## config.mk

```make
export PLATFORM = sky130hd
export DESIGN_NAME = csr_readout
export DESIGN_NICKNAME = d
export VERILOG_FILES = /design/src/csr_pkg.sv /design/src/csr_sig_rom.sv /design/src/csr_readout.sv
export SDC_FILE = /design/constraint.sdc
export NUM_CORES = 1
export LEC_CHECK = 0
export BUFFER_PORTS_ARGS = -buffer_cell sky130_fd_sc_hd__buf_4
export CAP_MARGIN = 40
export CELL_PAD_IN_SITES_DETAIL_PLACEMENT = 1
export CELL_PAD_IN_SITES_GLOBAL_PLACEMENT = 2
export CORE_ASPECT_RATIO = 0.9
export CORE_MARGIN = 1
export CORE_UTILIZATION = 27
export CTS_CLUSTER_DIAMETER = 150
export CTS_CLUSTER_SIZE = 14
export DETAILED_ROUTE_END_ITERATION = 10
export PLACE_DENSITY = 0.86
export SYNTH_ARGS = -nofsm -noshare
export SYNTH_HDL_FRONTEND = slang
export SYNTH_HIERARCHICAL = 1
export SYNTH_SLANG_ARGS = --single-unit
```

## constraint.sdc

```tcl
create_clock -name sys_clk -period 1.46 [get_ports sys_clk]
set_input_delay 0.073 -clock sys_clk [delete_from_list [all_inputs] [get_ports sys_clk]]
set_output_delay 0.073 -clock sys_clk [all_outputs]
set_load 0.02 [all_outputs]
```

## src/csr_pkg.sv

```systemverilog
// Purpose: Constants and types for the configuration and signature readout block
// Assumes: One 10 MHz clock, synchronous active-high reset
// Notes:   Overview below lists the behaviour the block keeps
//
// Overview of operation
// Signature table is read-only; byte index internally, word index for programmers.
// Table bytes: sig0, trim8, sig1, trim4, sig2, reserved at indices 0..5.
// Every reset copies the 8 MHz trim byte into the oscillator trim register.
// The 4 MHz trim is never auto-loaded; software writes it itself.
// Identification bytes stay readable to programmers even when locked.
// Identification bytes sit at indices 0..2 in their own space.
// Fuse and lock reads return zero for programmed and one for unprogrammed.
// Fuse/lock-read armed, load within three cycles at index 1 returns lock bits.
// Fuse/lock-read bits clear on completion, no load in three, no store in four.
// With arm bits clear, loads return ordinary program memory.
// Fuse/lock mode: index 0 low fuse, 3 high fuse, 2 extended fuse.
// Signature-read armed, load within three cycles returns the indexed table byte.
// Signature-read bits self-clear three cycles after being set.
// Software waits three cycles before using a signature load result.
// Flash word address splits into in-page word and page fields by part size.
// EEPROM uses 4-byte pages; page field width depends on part size.
// Fuse values latch at power-up; later changes apply after the next latch.

package csr_pkg;

  // --------------------------------------------------------------------------
  // Table layout and identity
  // --------------------------------------------------------------------------
  localparam logic [2:0] SIG0_IDX    = 3'h0;
  localparam logic [2:0] TRIM8_IDX   = 3'h1;
  localparam logic [2:0] SIG1_IDX    = 3'h2;
  localparam logic [2:0] TRIM4_IDX   = 3'h3;
  localparam logic [2:0] SIG2_IDX    = 3'h4;
  localparam logic [2:0] RSVD_IDX    = 3'h5;
  localparam int         TABLE_DEPTH = 6;
  // Identity bytes: arbitrary neutral values
  localparam logic [7:0] ID_BYTE0    = 8'h5a;
  localparam logic [7:0] ID_BYTE1    = 8'h21;
  localparam logic [7:0] ID_BYTE2    = 8'h33;
  localparam logic [7:0] RSVD_BYTE   = 8'hff;
  localparam logic [7:0] TRIM_RESET  = 8'h80;

  // --------------------------------------------------------------------------
  // Fuse and lock readout indices
  // --------------------------------------------------------------------------
  localparam logic [15:0] FUSE_LOW_IDX  = 16'h0000;
  localparam logic [15:0] LOCK_IDX      = 16'h0001;
  localparam logic [15:0] FUSE_EXT_IDX  = 16'h0002;
  localparam logic [15:0] FUSE_HIGH_IDX = 16'h0003;
  localparam logic [7:0]  FUSE_UNPROG   = 8'hff;

  // --------------------------------------------------------------------------
  // Timing windows in CPU cycles
  // --------------------------------------------------------------------------
  localparam logic [2:0] LOAD_WINDOW  = 3'h3;
  localparam logic [2:0] STORE_WINDOW = 3'h4;

  // --------------------------------------------------------------------------
  // Address split widths
  // --------------------------------------------------------------------------
  localparam int FLASH_WORD_W_SMALL = 4;
  localparam int FLASH_WORD_W_LARGE = 5;
  localparam int PAGE_FIELD_W       = 6;
  localparam int EE_BYTE_W          = 2;
  localparam int EE_PAGE_W_SMALL    = 5;
  localparam int EE_PAGE_W_LARGE    = 6;

  typedef enum logic [1:0] {
    MODE_IDLE = 2'b00,
    MODE_FUSE = 2'b01,
    MODE_SIG  = 2'b10
  } csr_mode_type;

  typedef struct packed {
    logic [7:0] lock_bits;
    logic [7:0] fuse_low_byte;
    logic [7:0] fuse_high_byte;
    logic [7:0] fuse_ext_byte;
  } csr_fuse_type;

  typedef struct packed {
    logic [5:0] page_select_field;
    logic [4:0] word_in_page_field;
  } csr_flash_split_type;

  typedef struct packed {
    logic [5:0] page_select_field;
    logic [1:0] byte_in_page;
  } csr_ee_split_type;

endpackage : csr_pkg

```

## src/csr_sig_rom.sv

```systemverilog
// Purpose: Read-only signature and calibration table, registered read data
// Assumes: Contents fixed by parameters
// Notes:   No write path exists
`timescale 1ns/1ps
`default_nettype none

module csr_sig_rom #(
  parameter logic [7:0] TRIM8_VAL = 8'h80,
  parameter logic [7:0] TRIM4_VAL = 8'h80
) (
  input  wire logic       sys_clk,
  input  wire logic [2:0] rd_idx,
  output logic      [7:0] rd_data
);

  // --------------------------------------------------------------------------
  // Table lookup
  // --------------------------------------------------------------------------
  function automatic logic [7:0] table_byte(input logic [2:0] idx);
    // table byte layout
    case (idx)
      csr_pkg::SIG0_IDX:  table_byte = csr_pkg::ID_BYTE0;
      csr_pkg::TRIM8_IDX: table_byte = TRIM8_VAL;
      csr_pkg::SIG1_IDX:  table_byte = csr_pkg::ID_BYTE1;
      csr_pkg::TRIM4_IDX: table_byte = TRIM4_VAL;
      csr_pkg::SIG2_IDX:  table_byte = csr_pkg::ID_BYTE2;
      default:            table_byte = csr_pkg::RSVD_BYTE;
    endcase
  endfunction : table_byte

  // read-only table
  always_ff @(posedge sys_clk) begin
    rd_data <= table_byte(rd_idx);
  end

endmodule : csr_sig_rom

`default_nettype wire

```

## src/csr_readout.sv

```systemverilog
// Purpose: Fuse, lock and signature readout through program-memory loads
// Assumes: CPU gives one-cycle load and store strobes with a 16-bit index
// Notes:   Load result appears two cycles after the load strobe
`timescale 1ns/1ps
`default_nettype none

module csr_readout #(
  parameter logic       LARGE_PART = 1'b0,
  parameter logic [7:0] TRIM8_VAL  = 8'h80,
  parameter logic [7:0] TRIM4_VAL  = 8'h80
) (
  input  wire logic                         sys_clk,
  input  wire logic                         srst,
  input  wire logic                         power_up,
  input  wire csr_pkg::csr_fuse_type        fuse_in,
  input  wire logic                         ctrl_wr,
  input  wire logic                         fuse_lock_read_sel,
  input  wire logic                         sig_table_read_sel,
  input  wire logic                         self_prog_enable,
  input  wire logic                         trim_wr,
  input  wire logic [7:0]                   trim_wdata,
  input  wire logic                         load_req,
  input  wire logic                         store_req,
  input  wire logic [15:0]                  load_index,
  input  wire logic [7:0]                   prog_mem_data,
  input  wire logic [2:0]                   prog_sig_idx,
  input  wire logic [10:0]                  flash_word_addr,
  input  wire logic [7:0]                   ee_addr,
  output logic      [7:0]                   load_data,
  output logic                              load_valid,
  output logic                              enable_status,
  output logic      [1:0]                   mode_status,
  output logic      [7:0]                   osc_trim_reg,
  output logic      [7:0]                   prog_sig_data,
  output csr_pkg::csr_flash_split_type      flash_split,
  output csr_pkg::csr_ee_split_type         ee_split
);

  csr_pkg::csr_mode_type mode_reg;
  logic [2:0]            age_reg;
  logic                  trim_loaded_reg;
  logic                  load_pend_reg;
  csr_pkg::csr_mode_type load_mode_reg;
  logic [15:0]           load_idx_reg;
  csr_pkg::csr_fuse_type fuse_latch_reg;
  logic [7:0]            rom_data;
  logic [2:0]            rom_idx;
  logic                  window_open;

  // --------------------------------------------------------------------------
  // Table memory
  // --------------------------------------------------------------------------
  // trim index during reset
  assign rom_idx = (srst || !trim_loaded_reg) ? csr_pkg::TRIM8_IDX : load_index[2:0];

  csr_sig_rom #(
    .TRIM8_VAL (TRIM8_VAL),
    .TRIM4_VAL (TRIM4_VAL)
  ) u_rom (
    .sys_clk (sys_clk),
    .rd_idx  (rom_idx),
    .rd_data (rom_data)
  );

  // --------------------------------------------------------------------------
  // Fuse latch
  // --------------------------------------------------------------------------
  // latch on power-up only
  always_ff @(posedge sys_clk) begin
    if (power_up) begin
      fuse_latch_reg <= fuse_in;
    end
  end

  // --------------------------------------------------------------------------
  // Arm bits and window
  // --------------------------------------------------------------------------
  assign window_open = (age_reg < csr_pkg::LOAD_WINDOW);

  always_ff @(posedge sys_clk) begin
    if (srst) begin
      mode_reg <= csr_pkg::MODE_IDLE;
      age_reg  <= 3'h0;
    end else if (ctrl_wr && self_prog_enable && fuse_lock_read_sel) begin
      mode_reg <= csr_pkg::MODE_FUSE;
      age_reg  <= 3'h0;
    end else if (ctrl_wr && self_prog_enable && sig_table_read_sel) begin
      mode_reg <= csr_pkg::MODE_SIG;
      age_reg  <= 3'h0;
    end else if (mode_reg == csr_pkg::MODE_FUSE) begin
      // clear on load or timeout
      if (load_req && window_open) begin
        mode_reg <= csr_pkg::MODE_IDLE;
      end else if (age_reg + 3'h1 >= csr_pkg::STORE_WINDOW) begin
        // Store hold lasts one extra cycle only, so the age never wraps
        mode_reg <= csr_pkg::MODE_IDLE;
      end else if (age_reg + 3'h1 >= csr_pkg::LOAD_WINDOW && !store_req) begin
        mode_reg <= csr_pkg::MODE_IDLE;
      end
      age_reg <= age_reg + 3'h1;
    end else if (mode_reg == csr_pkg::MODE_SIG) begin
      // self-clear after three
      if (age_reg + 3'h1 >= csr_pkg::LOAD_WINDOW) begin
        mode_reg <= csr_pkg::MODE_IDLE;
      end
      age_reg <= age_reg + 3'h1;
    end
  end

  always_ff @(posedge sys_clk) begin
    if (srst) begin
      enable_status <= 1'b0;
      mode_status   <= 2'b00;
    end else begin
      enable_status <= (mode_reg != csr_pkg::MODE_IDLE);
      mode_status   <= mode_reg;
    end
  end

  // --------------------------------------------------------------------------
  // Load capture and result
  // --------------------------------------------------------------------------
  always_ff @(posedge sys_clk) begin
    if (srst) begin
      load_pend_reg <= 1'b0;
      load_mode_reg <= csr_pkg::MODE_IDLE;
      load_idx_reg  <= 16'h0000;
    end else begin
      load_pend_reg <= load_req;
      load_idx_reg  <= load_index;
      // normal load when idle
      load_mode_reg <= (load_req && window_open) ? mode_reg : csr_pkg::MODE_IDLE;
    end
  end

  always_ff @(posedge sys_clk) begin
    if (srst) begin
      load_data  <= 8'h00;
      load_valid <= 1'b0;
    end else begin
      load_valid <= load_pend_reg;
      case (load_mode_reg)
        csr_pkg::MODE_FUSE: begin
          // fuse and lock select
          case (load_idx_reg)
            csr_pkg::FUSE_LOW_IDX:  load_data <= fuse_latch_reg.fuse_low_byte;
            csr_pkg::LOCK_IDX:      load_data <= fuse_latch_reg.lock_bits;
            csr_pkg::FUSE_EXT_IDX:  load_data <= fuse_latch_reg.fuse_ext_byte;
            csr_pkg::FUSE_HIGH_IDX: load_data <= fuse_latch_reg.fuse_high_byte;
            default:                load_data <= csr_pkg::FUSE_UNPROG;
          endcase
        end
        // table byte readout
        csr_pkg::MODE_SIG: load_data <= rom_data;
        default:           load_data <= prog_mem_data;
      endcase
    end
  end

  // --------------------------------------------------------------------------
  // Oscillator trim
  // --------------------------------------------------------------------------
  always_ff @(posedge sys_clk) begin
    if (srst) begin
      trim_loaded_reg <= 1'b0;
      osc_trim_reg    <= csr_pkg::TRIM_RESET;
    end else if (!trim_loaded_reg) begin
      // copy 8 MHz trim
      trim_loaded_reg <= 1'b1;
      osc_trim_reg    <= rom_data;
    end else if (trim_wr) begin
      // software-only trim update
      osc_trim_reg <= trim_wdata;
    end
  end

  // --------------------------------------------------------------------------
  // Programmer identity read
  // --------------------------------------------------------------------------
  // readable regardless of lock
  always_ff @(posedge sys_clk) begin
    if (srst) begin
      prog_sig_data <= 8'h00;
    end else begin
      case (prog_sig_idx)
        3'h0:    prog_sig_data <= csr_pkg::ID_BYTE0;
        3'h1:    prog_sig_data <= csr_pkg::ID_BYTE1;
        3'h2:    prog_sig_data <= csr_pkg::ID_BYTE2;
        default: prog_sig_data <= csr_pkg::RSVD_BYTE;
      endcase
    end
  end

  // --------------------------------------------------------------------------
  // Address splits
  // --------------------------------------------------------------------------
  always_ff @(posedge sys_clk) begin
    if (srst) begin
      flash_split <= '0;
      ee_split    <= '0;
    end else if (LARGE_PART) begin
      // larger part split
      flash_split.word_in_page_field <= flash_word_addr[4:0];
      flash_split.page_select_field  <= flash_word_addr[10:5];
      // 256-byte EEPROM
      ee_split.byte_in_page          <= ee_addr[1:0];
      ee_split.page_select_field     <= ee_addr[7:2];
    end else begin
      // smaller part split
      flash_split.word_in_page_field <= {1'b0, flash_word_addr[3:0]};
      flash_split.page_select_field  <= flash_word_addr[9:4];
      // 128-byte EEPROM
      ee_split.byte_in_page          <= ee_addr[1:0];
      ee_split.page_select_field     <= {1'b0, ee_addr[6:2]};
    end
  end

  // --------------------------------------------------------------------------
  // Checks
  // --------------------------------------------------------------------------
  property p_sig_clear;
    @(posedge sys_clk) disable iff (srst)
    (mode_reg == csr_pkg::MODE_SIG && age_reg == 3'h0) |-> ##3 (mode_reg != csr_pkg::MODE_SIG);
  endproperty
  a_sig_clear: assert property (p_sig_clear) else $error("sig mode did not clear");

  property p_fuse_timeout;
    @(posedge sys_clk) disable iff (srst)
    (mode_reg == csr_pkg::MODE_FUSE && age_reg == 3'h0 && !ctrl_wr) |-> ##[1:4] (mode_reg == csr_pkg::MODE_IDLE);
  endproperty
  a_fuse_timeout: assert property (p_fuse_timeout) else $error("fuse mode stuck");

  property p_lock_read;
    @(posedge sys_clk) disable iff (srst)
    (mode_reg == csr_pkg::MODE_FUSE && window_open && load_req && load_index == csr_pkg::LOCK_IDX)
      |-> ##2 (load_valid && load_data == fuse_latch_reg.lock_bits);
  endproperty
  a_lock_read: assert property (p_lock_read) else $error("lock read wrong");

  property p_normal_load;
    @(posedge sys_clk) disable iff (srst)
    (mode_reg == csr_pkg::MODE_IDLE && load_req) |-> ##2 (load_data == $past(prog_mem_data, 1));
  endproperty
  a_normal_load: assert property (p_normal_load) else $error("normal load wrong");

  property p_trim_boot;
    @(posedge sys_clk) $fell(srst) |-> ##2 (osc_trim_reg == TRIM8_VAL);
  endproperty
  a_trim_boot: assert property (p_trim_boot) else $error("trim not loaded");

  property p_trim_hold;
    @(posedge sys_clk) disable iff (srst)
    (trim_loaded_reg && !trim_wr) |=> $stable(osc_trim_reg);
  endproperty
  a_trim_hold: assert property (p_trim_hold) else $error("trim changed alone");

  property p_fuse_low;
    @(posedge sys_clk) disable iff (srst)
    (mode_reg == csr_pkg::MODE_FUSE && window_open && load_req && load_index == csr_pkg::FUSE_LOW_IDX)
      |-> ##2 (load_data == fuse_latch_reg.fuse_low_byte);
  endproperty
  a_fuse_low: assert property (p_fuse_low) else $error("low fuse wrong");

  property p_prog_id;
    @(posedge sys_clk) disable iff (srst)
    (prog_sig_idx == 3'h1) |=> (prog_sig_data == csr_pkg::ID_BYTE1);
  endproperty
  a_prog_id: assert property (p_prog_id) else $error("id byte wrong");

  c_sig_read: cover property (@(posedge sys_clk) mode_reg == csr_pkg::MODE_SIG && load_req);
  c_fuse_read: cover property (@(posedge sys_clk) mode_reg == csr_pkg::MODE_FUSE && load_req);
  c_timeout: cover property (@(posedge sys_clk) mode_reg == csr_pkg::MODE_FUSE ##3 mode_reg == csr_pkg::MODE_IDLE);
  c_store_hold: cover property (@(posedge sys_clk) mode_reg == csr_pkg::MODE_FUSE && store_req);

endmodule : csr_readout

`default_nettype wire

```

==> After elaboration in Yosys (flattened, before gate mapping) <==
Index checks and enable logic that the tools add are counted.
W data, S select, Z words.
{ "word_totals": {"output_inout_bits": 47, "inputBits": 96, "latchBits": 0, "mem_count": 0, "ff_bits": 112, "mem_bits_ro": 0, "ram_bits": 0} }
{ "op_classes": {"n_addsub": 1, "order_cmp": 3, "reduce_logical": 23, "div_mod_pow": 0, "mul": 0, "bitwise_logic": 1, "n_shift": 0, "n_eq_ne": 16, "n_mux": 18} }
{ "op_table": {"columns": ["cell", "count"], "rows": [
  ["$pmux W8 S4", 2],
  ["$eq A16 B2 Y1 const B", 2],
  ["$pmux W8 S3", 1],
  ["$eq A16 B1 Y1 const B", 1],
  ["$logic_not A16 Y1", 1],
  ["$mux W8", 2],
  ["$pmux W8 S2", 1],
  ["$mux W2", 7],
  ["$eq A3 B2 Y1 const B", 3],
  ["$mux W3", 3],
  ["$reduce_bool A4 Y1", 2],
  ["$eq A3 B1 Y1 const B", 2],
  ["$logic_not A3 Y1", 2],
  ["$ne A6 B3 Y1 const B", 1],
  ["$reduce_and A3 Y1", 2],
  ["$reduce_bool A3 Y1", 2],
  ["$reduce_or A2 Y1", 3],
  ["$logic_and A1 B1 Y1", 5],
  ["$ne A5 B2 Y1 const B", 1],
  ["$eq A2 B1 Y1 const B", 2],
  ["$eq A2 B2 Y1 const B", 2],
  ["$reduce_bool A2 Y1", 2],
  ["$add A3 B1 Y3 const B", 1],
  ["$eq A3 B3 Y1 const B", 1],
  ["9 further kinds", 11]
]} }

==> Depth between registers and ports, before layout <==
{ "logic_depth": {"depth_word": 9, "depth_mapped": 7} }

==> Cells and area by module <==
Netlist, hierarchy kept.
{ "by_module_without_submodules": {"columns": ["module", "seq_area_each_um2", "cells_per_inst", "instances", "area_each_um2"], "rows": [
  ["csr_readout", 2282.2, 295, 1, 3564.7],
  ["csr_sig_rom", 100.1, 16, 1, 167.7]
]} }

==> Worst setup path before layout <==
Ideal clock, no wire load.
{ "synth_timing": {"kind": "register -> register", "start": "reg load_mode_reg[0]", "end": "reg load_data[5]", "t_required_ns": 1.341, "path_stages_with_launch": 8, "slack_ns": 0.068, "setup_time_ns": 0.119, "synth_period_minus_slack_ns": 1.392, "arrival_time_ns": 1.273, "path_cell_list": "dfxtp_1 > inv_1 > ha_1 > buf_2 > clkbuf_1 > nor2_1 > a21oi_1 > o21ai_1"} }
{ "synth_via": {"elab_chain_cells": 2} }
{ "synth_rtl": {"columns": ["item", "line", "rtl"], "rows": [
  ["from (decl)", "csr_readout.sv:43", "csr_pkg::csr_mode_type load_mode_reg;"],
  ["from (signal assigned)", "csr_readout.sv:126", "load_mode_reg <= csr_pkg::MODE_IDLE;"],
  ["from (signal assigned)", "csr_readout.sv:132", "load_mode_reg <= (load_req && window_open) ? mode_reg : csr_pkg::MODE_IDLE;"],
  ["$eq A2 B2 Y1 / $eq A2 B1 Y1 (equally long branches)", "csr_readout.sv:142", "case (load_mode_reg)"],
  ["$pmux W8 S2 (*)", "csr_readout.sv:142", null],
  ["to (signal assigned)", "csr_readout.sv:146", "csr_pkg::FUSE_LOW_IDX: load_data <= fuse_latch_reg.fuse_low_byte;"],
  ["to (signal assigned)", "csr_readout.sv:147", "csr_pkg::LOCK_IDX: load_data <= fuse_latch_reg.lock_bits;"],
  ["to (signal assigned)", "csr_readout.sv:148", "csr_pkg::FUSE_EXT_IDX: load_data <= fuse_latch_reg.fuse_ext_byte;"],
  ["to (decl)", "csr_readout.sv:29", "output logic [7:0] load_data,"]
]} }
Every way passes the cells marked *; elsewhere a longest branch is shown, timed or not.
A chain may end at the register's enable or synchronous reset.

==> Worst setup path after layout <==
{ "layout_timing": {"start": "reg load_idx_reg[3]", "end": "reg load_data[5]"} }
{ "layout_via": {"elab_chain_cells": 3} }
{ "layout_rtl": {"columns": ["item", "line", "rtl"], "rows": [
  ["from (decl)", "csr_readout.sv:44", "logic [15:0] load_idx_reg;"],
  ["from (signal assigned)", "csr_readout.sv:130", "load_idx_reg <= load_index;"],
  ["$eq A16 B2 Y1, or another cell as far along", "csr_readout.sv:145", "case (load_idx_reg)"],
  ["$pmux W8 S4 (*)", "csr_readout.sv:145", null],
  ["$pmux W8 S2 (*)", "csr_readout.sv:142", null]
]} }
Marks and branches as above.

==> summary.md <==
| Metric | Value |
|---|---|
| Fillers | `1417` |
| Core ar. | `between 10000 and 15000 um2` |
| R2r startpoint | `load_idx_reg[3]` |
| Yosys reg bits | `a little over 100` |
| Fmax achieved | `~710 MHz` |
| Worst Setup Slack post-DPL | `-0.0395 ns` |
| Fin area | `about 6000 um2` |
| Vias in the first global route | `around 3100` |
| Reg clk slew, reported paths | `around 0.070 ns` |
| R2R Setup Slk | `approximately 0.057 ns` |
| Asr flop ratio synth | `0%` |
| First-pass iteration count of the detailed router | `4` |
| Layout area overhead | `60.4%` |
| Worst hold margin | `0.00791 ns` |
| Initial DRC Count | `roughly 80` |
| First-pass GRT wire length | `15.6 mm` |
| Final worst-path cycle share | `a little over nine tenths` |
| Starting Density | `between 20% and 30%` |
| Pwr/cell area | `1090 nW/um2` |
| Synth Flop Type | `dfxtp_1` |
| Nets@finish | `just over 600` |
| Max cap viols | `0` |
| Area of the multi-input gates | `1220 um2` |
| WS Path Type | `reg -> reg` |
| Post-CTS setup buffers | `0` |
| Root Driver | `clkbuf_16` |
| Mapped Area | `3730 um2` |
| Die W | `roughly 130 um` |
| # IOs | `around 140` |
| Synth Instances | `between 300 and 400` |
| Worst Skew | `0.00838 ns` |
| WHS Endpoint | `load_data[2]` |
| Seq. cell area | `around 2400 um2` |
| CP Launch Type | `flop` |
| Initial antenna violation count | `0` |
| DRT Wirelength | `approximately 10 mm` |
| Max reg flops | `32` |
| Worst-Skew Late Latency | `around 0.35 ns` |
| CTS H-tree depth | `3` |
| WP data required | `about 1.7 ns` |
| Worst hold-check path type | `in -> reg` |
| Full die area | `roughly 14000 um2` |
| Total CTS buffers | `9` |
| Fin worst setup slack | `about 0.057 ns` |
| Crit end category | `flop` |
| Layout cells sized above 1 | `34.2%` |
| Drt drc | `0` |
| Crit path from | `load_idx_reg[3]` |
| Via count | `2933` |
| Netlist cell types | `37` |
| FP Rows | `40` |
| CTS tree | `done` |
| Setup violators final | `0` |
| Gr ovfl total | `0` |
| Leakage Power | `~2.5 nW` |
| Routed WL per cell | `14.3 um` |
| Worst IR Drop VDD | `0.764 mV` |
| CP arrival | `approximately 1.6 ns` |
| FF-to-FF path depth | `5` |
| Dpl cell area | `4910 um2` |
| Post-DR vias/cell | `4.24` |
| Die H | `~110 um` |
| Final number of max-transition violations | `0` |
| GRT Util Overall | `between 10% and 20%` |
| Largest net degree at the start of global routing | `33` |
| Synth Warn # | `6` |
| Worst Hold Depth | `3` |
| Crit Path Max Fanout | `8` |
| Routed Antenna Nets | `0` |
| Clock Sink Count | `roughly 100` |
| Status | `finished, final reports clean` |
| Gp weighted congestion | `roughly 0.8` |
| Max Root-Sink Buffers | `2` |
| Port Buf Inserts | `138` |
| Number of flops mapped to enable cells by yosys | `32` |
| FF-to-FF End | `load_data[5]` |
| Hold path start | `prog_mem_data[2]` |
| Diode count | `0` |
| Final Hold Vio Count | `0` |
| Syn avg cell area | `around 12 um2` |
| Final min period | `between 1 and 1.5 ns` |
| RSZ-0062 raised after global routing | `yes` |
| Sequential-to-total area share from yosys stat | `between 60% and 70%` |
| Hpwl dp | `between 6 and 7 mm` |
==> final cells by class <==
cell class,instances,area share [%]
Multi-Input combinational cell,175,20.5
Sequential cell,103,39.8
Clock inverter,5,0.773
Clock buffer,11,4.05
Timing Repair Buffer,219,30.8
Tap cell,168,3.51
Inverter,10,0.627
==> cell families after synthesis <==
kind of cell / Yosys count / share of synthesized area, %
buffers and inverters: 34 / 4.76
AND/OR/NAND/NOR: 100 / 13.6
XOR/XNOR: 4 / 0.939
multiplexers: 16 / 6.97
AO/OA/AOI/OAI: 46 / 7.41
adder cells (fa/ha/maj): 7 / 2.35
other: 1 / 0.100
flip-flops: 103 / 63.8
==> repair_timing <==
item,4_1_cts,5_1_grt
gates resized for setup,3,7
endpoints found under the hold margin,74,0
hold buffers,74,0
endpoints found under the setup margin,9,10
==> layer usage <==
layer	up-vias	routed length (um)	track usage, %
met3	10	537	5.07
li1	1469	-	-
met2	94	5190	26.7
met1	1360	4030	15.4
met5	-	0	0
met4	0	125	4.26
==> cells in the mapped netlist (all sizes together) (2+ instances only) <==
cell type | n | area (um2)
xnor2 | 2 | 17.5
nor3 | 4 | 20.0
a31oi | 2 | 12.5
nand3 | 2 | 10.0
clkbuf | 8 | 31.3
a211oi | 8 | 60.1
a21oi | 10 | 50.1
buf | 16 | 109
o2111ai | 2 | 17.5
xor2 | 2 | 17.5
nand2 | 18 | 67.6
mux4 | 8 | 180
nor2b | 35 | 219
ha | 7 | 87.6
nor4 | 3 | 18.8
o211ai | 2 | 15.0
o21ai | 18 | 90.1
nand4 | 2 | 18.8
and2 | 2 | 12.5
mux2i | 8 | 80.1
nor2 | 31 | 116
edfxtp | 32 | 961
inv | 10 | 37.5
dfxtp | 71 | 1420
==> power by group <==
part	internal [mW]	switching, mW
sequential	3.14	0.0787
clock	1.24	1.12
combinational	0.532	0.389
==> through the flow <==
| stage | instances | TNS (ns) | power (mW) | util, % |
|---|---|---|---|---|
| after floorplan | 312 | 0 | 3.63 | - |
| after global placement | 601 | -0.0585 | 4.00 | 36.6 |
| after detailed placement | 601 | -0.0678 | 4.03 | 36.6 |
| after CTS | 691 | 0 | 6.57 | 44.4 |
| after global routing | 691 | -0.00116 | 6.78 | 44.6 |
| final | 691 | 0 | 6.50 | 44.6 |
==> placed cells by master, fill, tap and decap left out, drive strengths merged, types with 3 or more instances in the layout <==
master       Yosys  final
a211oi           8      8
a21oi           10     10
buf             16    145
clkbuf           8     11
dfxtp           71     71
dlygate4sd3      0     74
edfxtp          32     32
ha               7      7
inv             10     15
mux2i            8      8
mux4             8      8
nand2           18     18
nor2            31     31
nor2b           35     35
nor3             4      4
nor4             3      3
o21ai           18     18
==> critical path, cell delays in order, from the launching register on <==
cell and delay (ns):
dfxtp_1 0.30, nor4_1 0.36, buf_4 0.19, nand4_4 0.16
o21ai_1 0.20, o21ai_1 0.08
==> worst max path at each step <==
| stage | end | slack [ns] | cells after the start |
|---|---|---|---|
| after floorplan | load_data[5] | 0.07 | 7 |
| after global placement | load_data[6] | -0.04 | 5 |
| after detailed placement | load_data[6] | -0.04 | 5 |
| after CTS | load_data[5] | 0.008 | 4 |
| after global routing | mode_reg[0] | -0.001 | 5 |
| final | load_data[5] | 0.06 | 5 |
No activity file was read; power rests on OpenSTA's default activity.
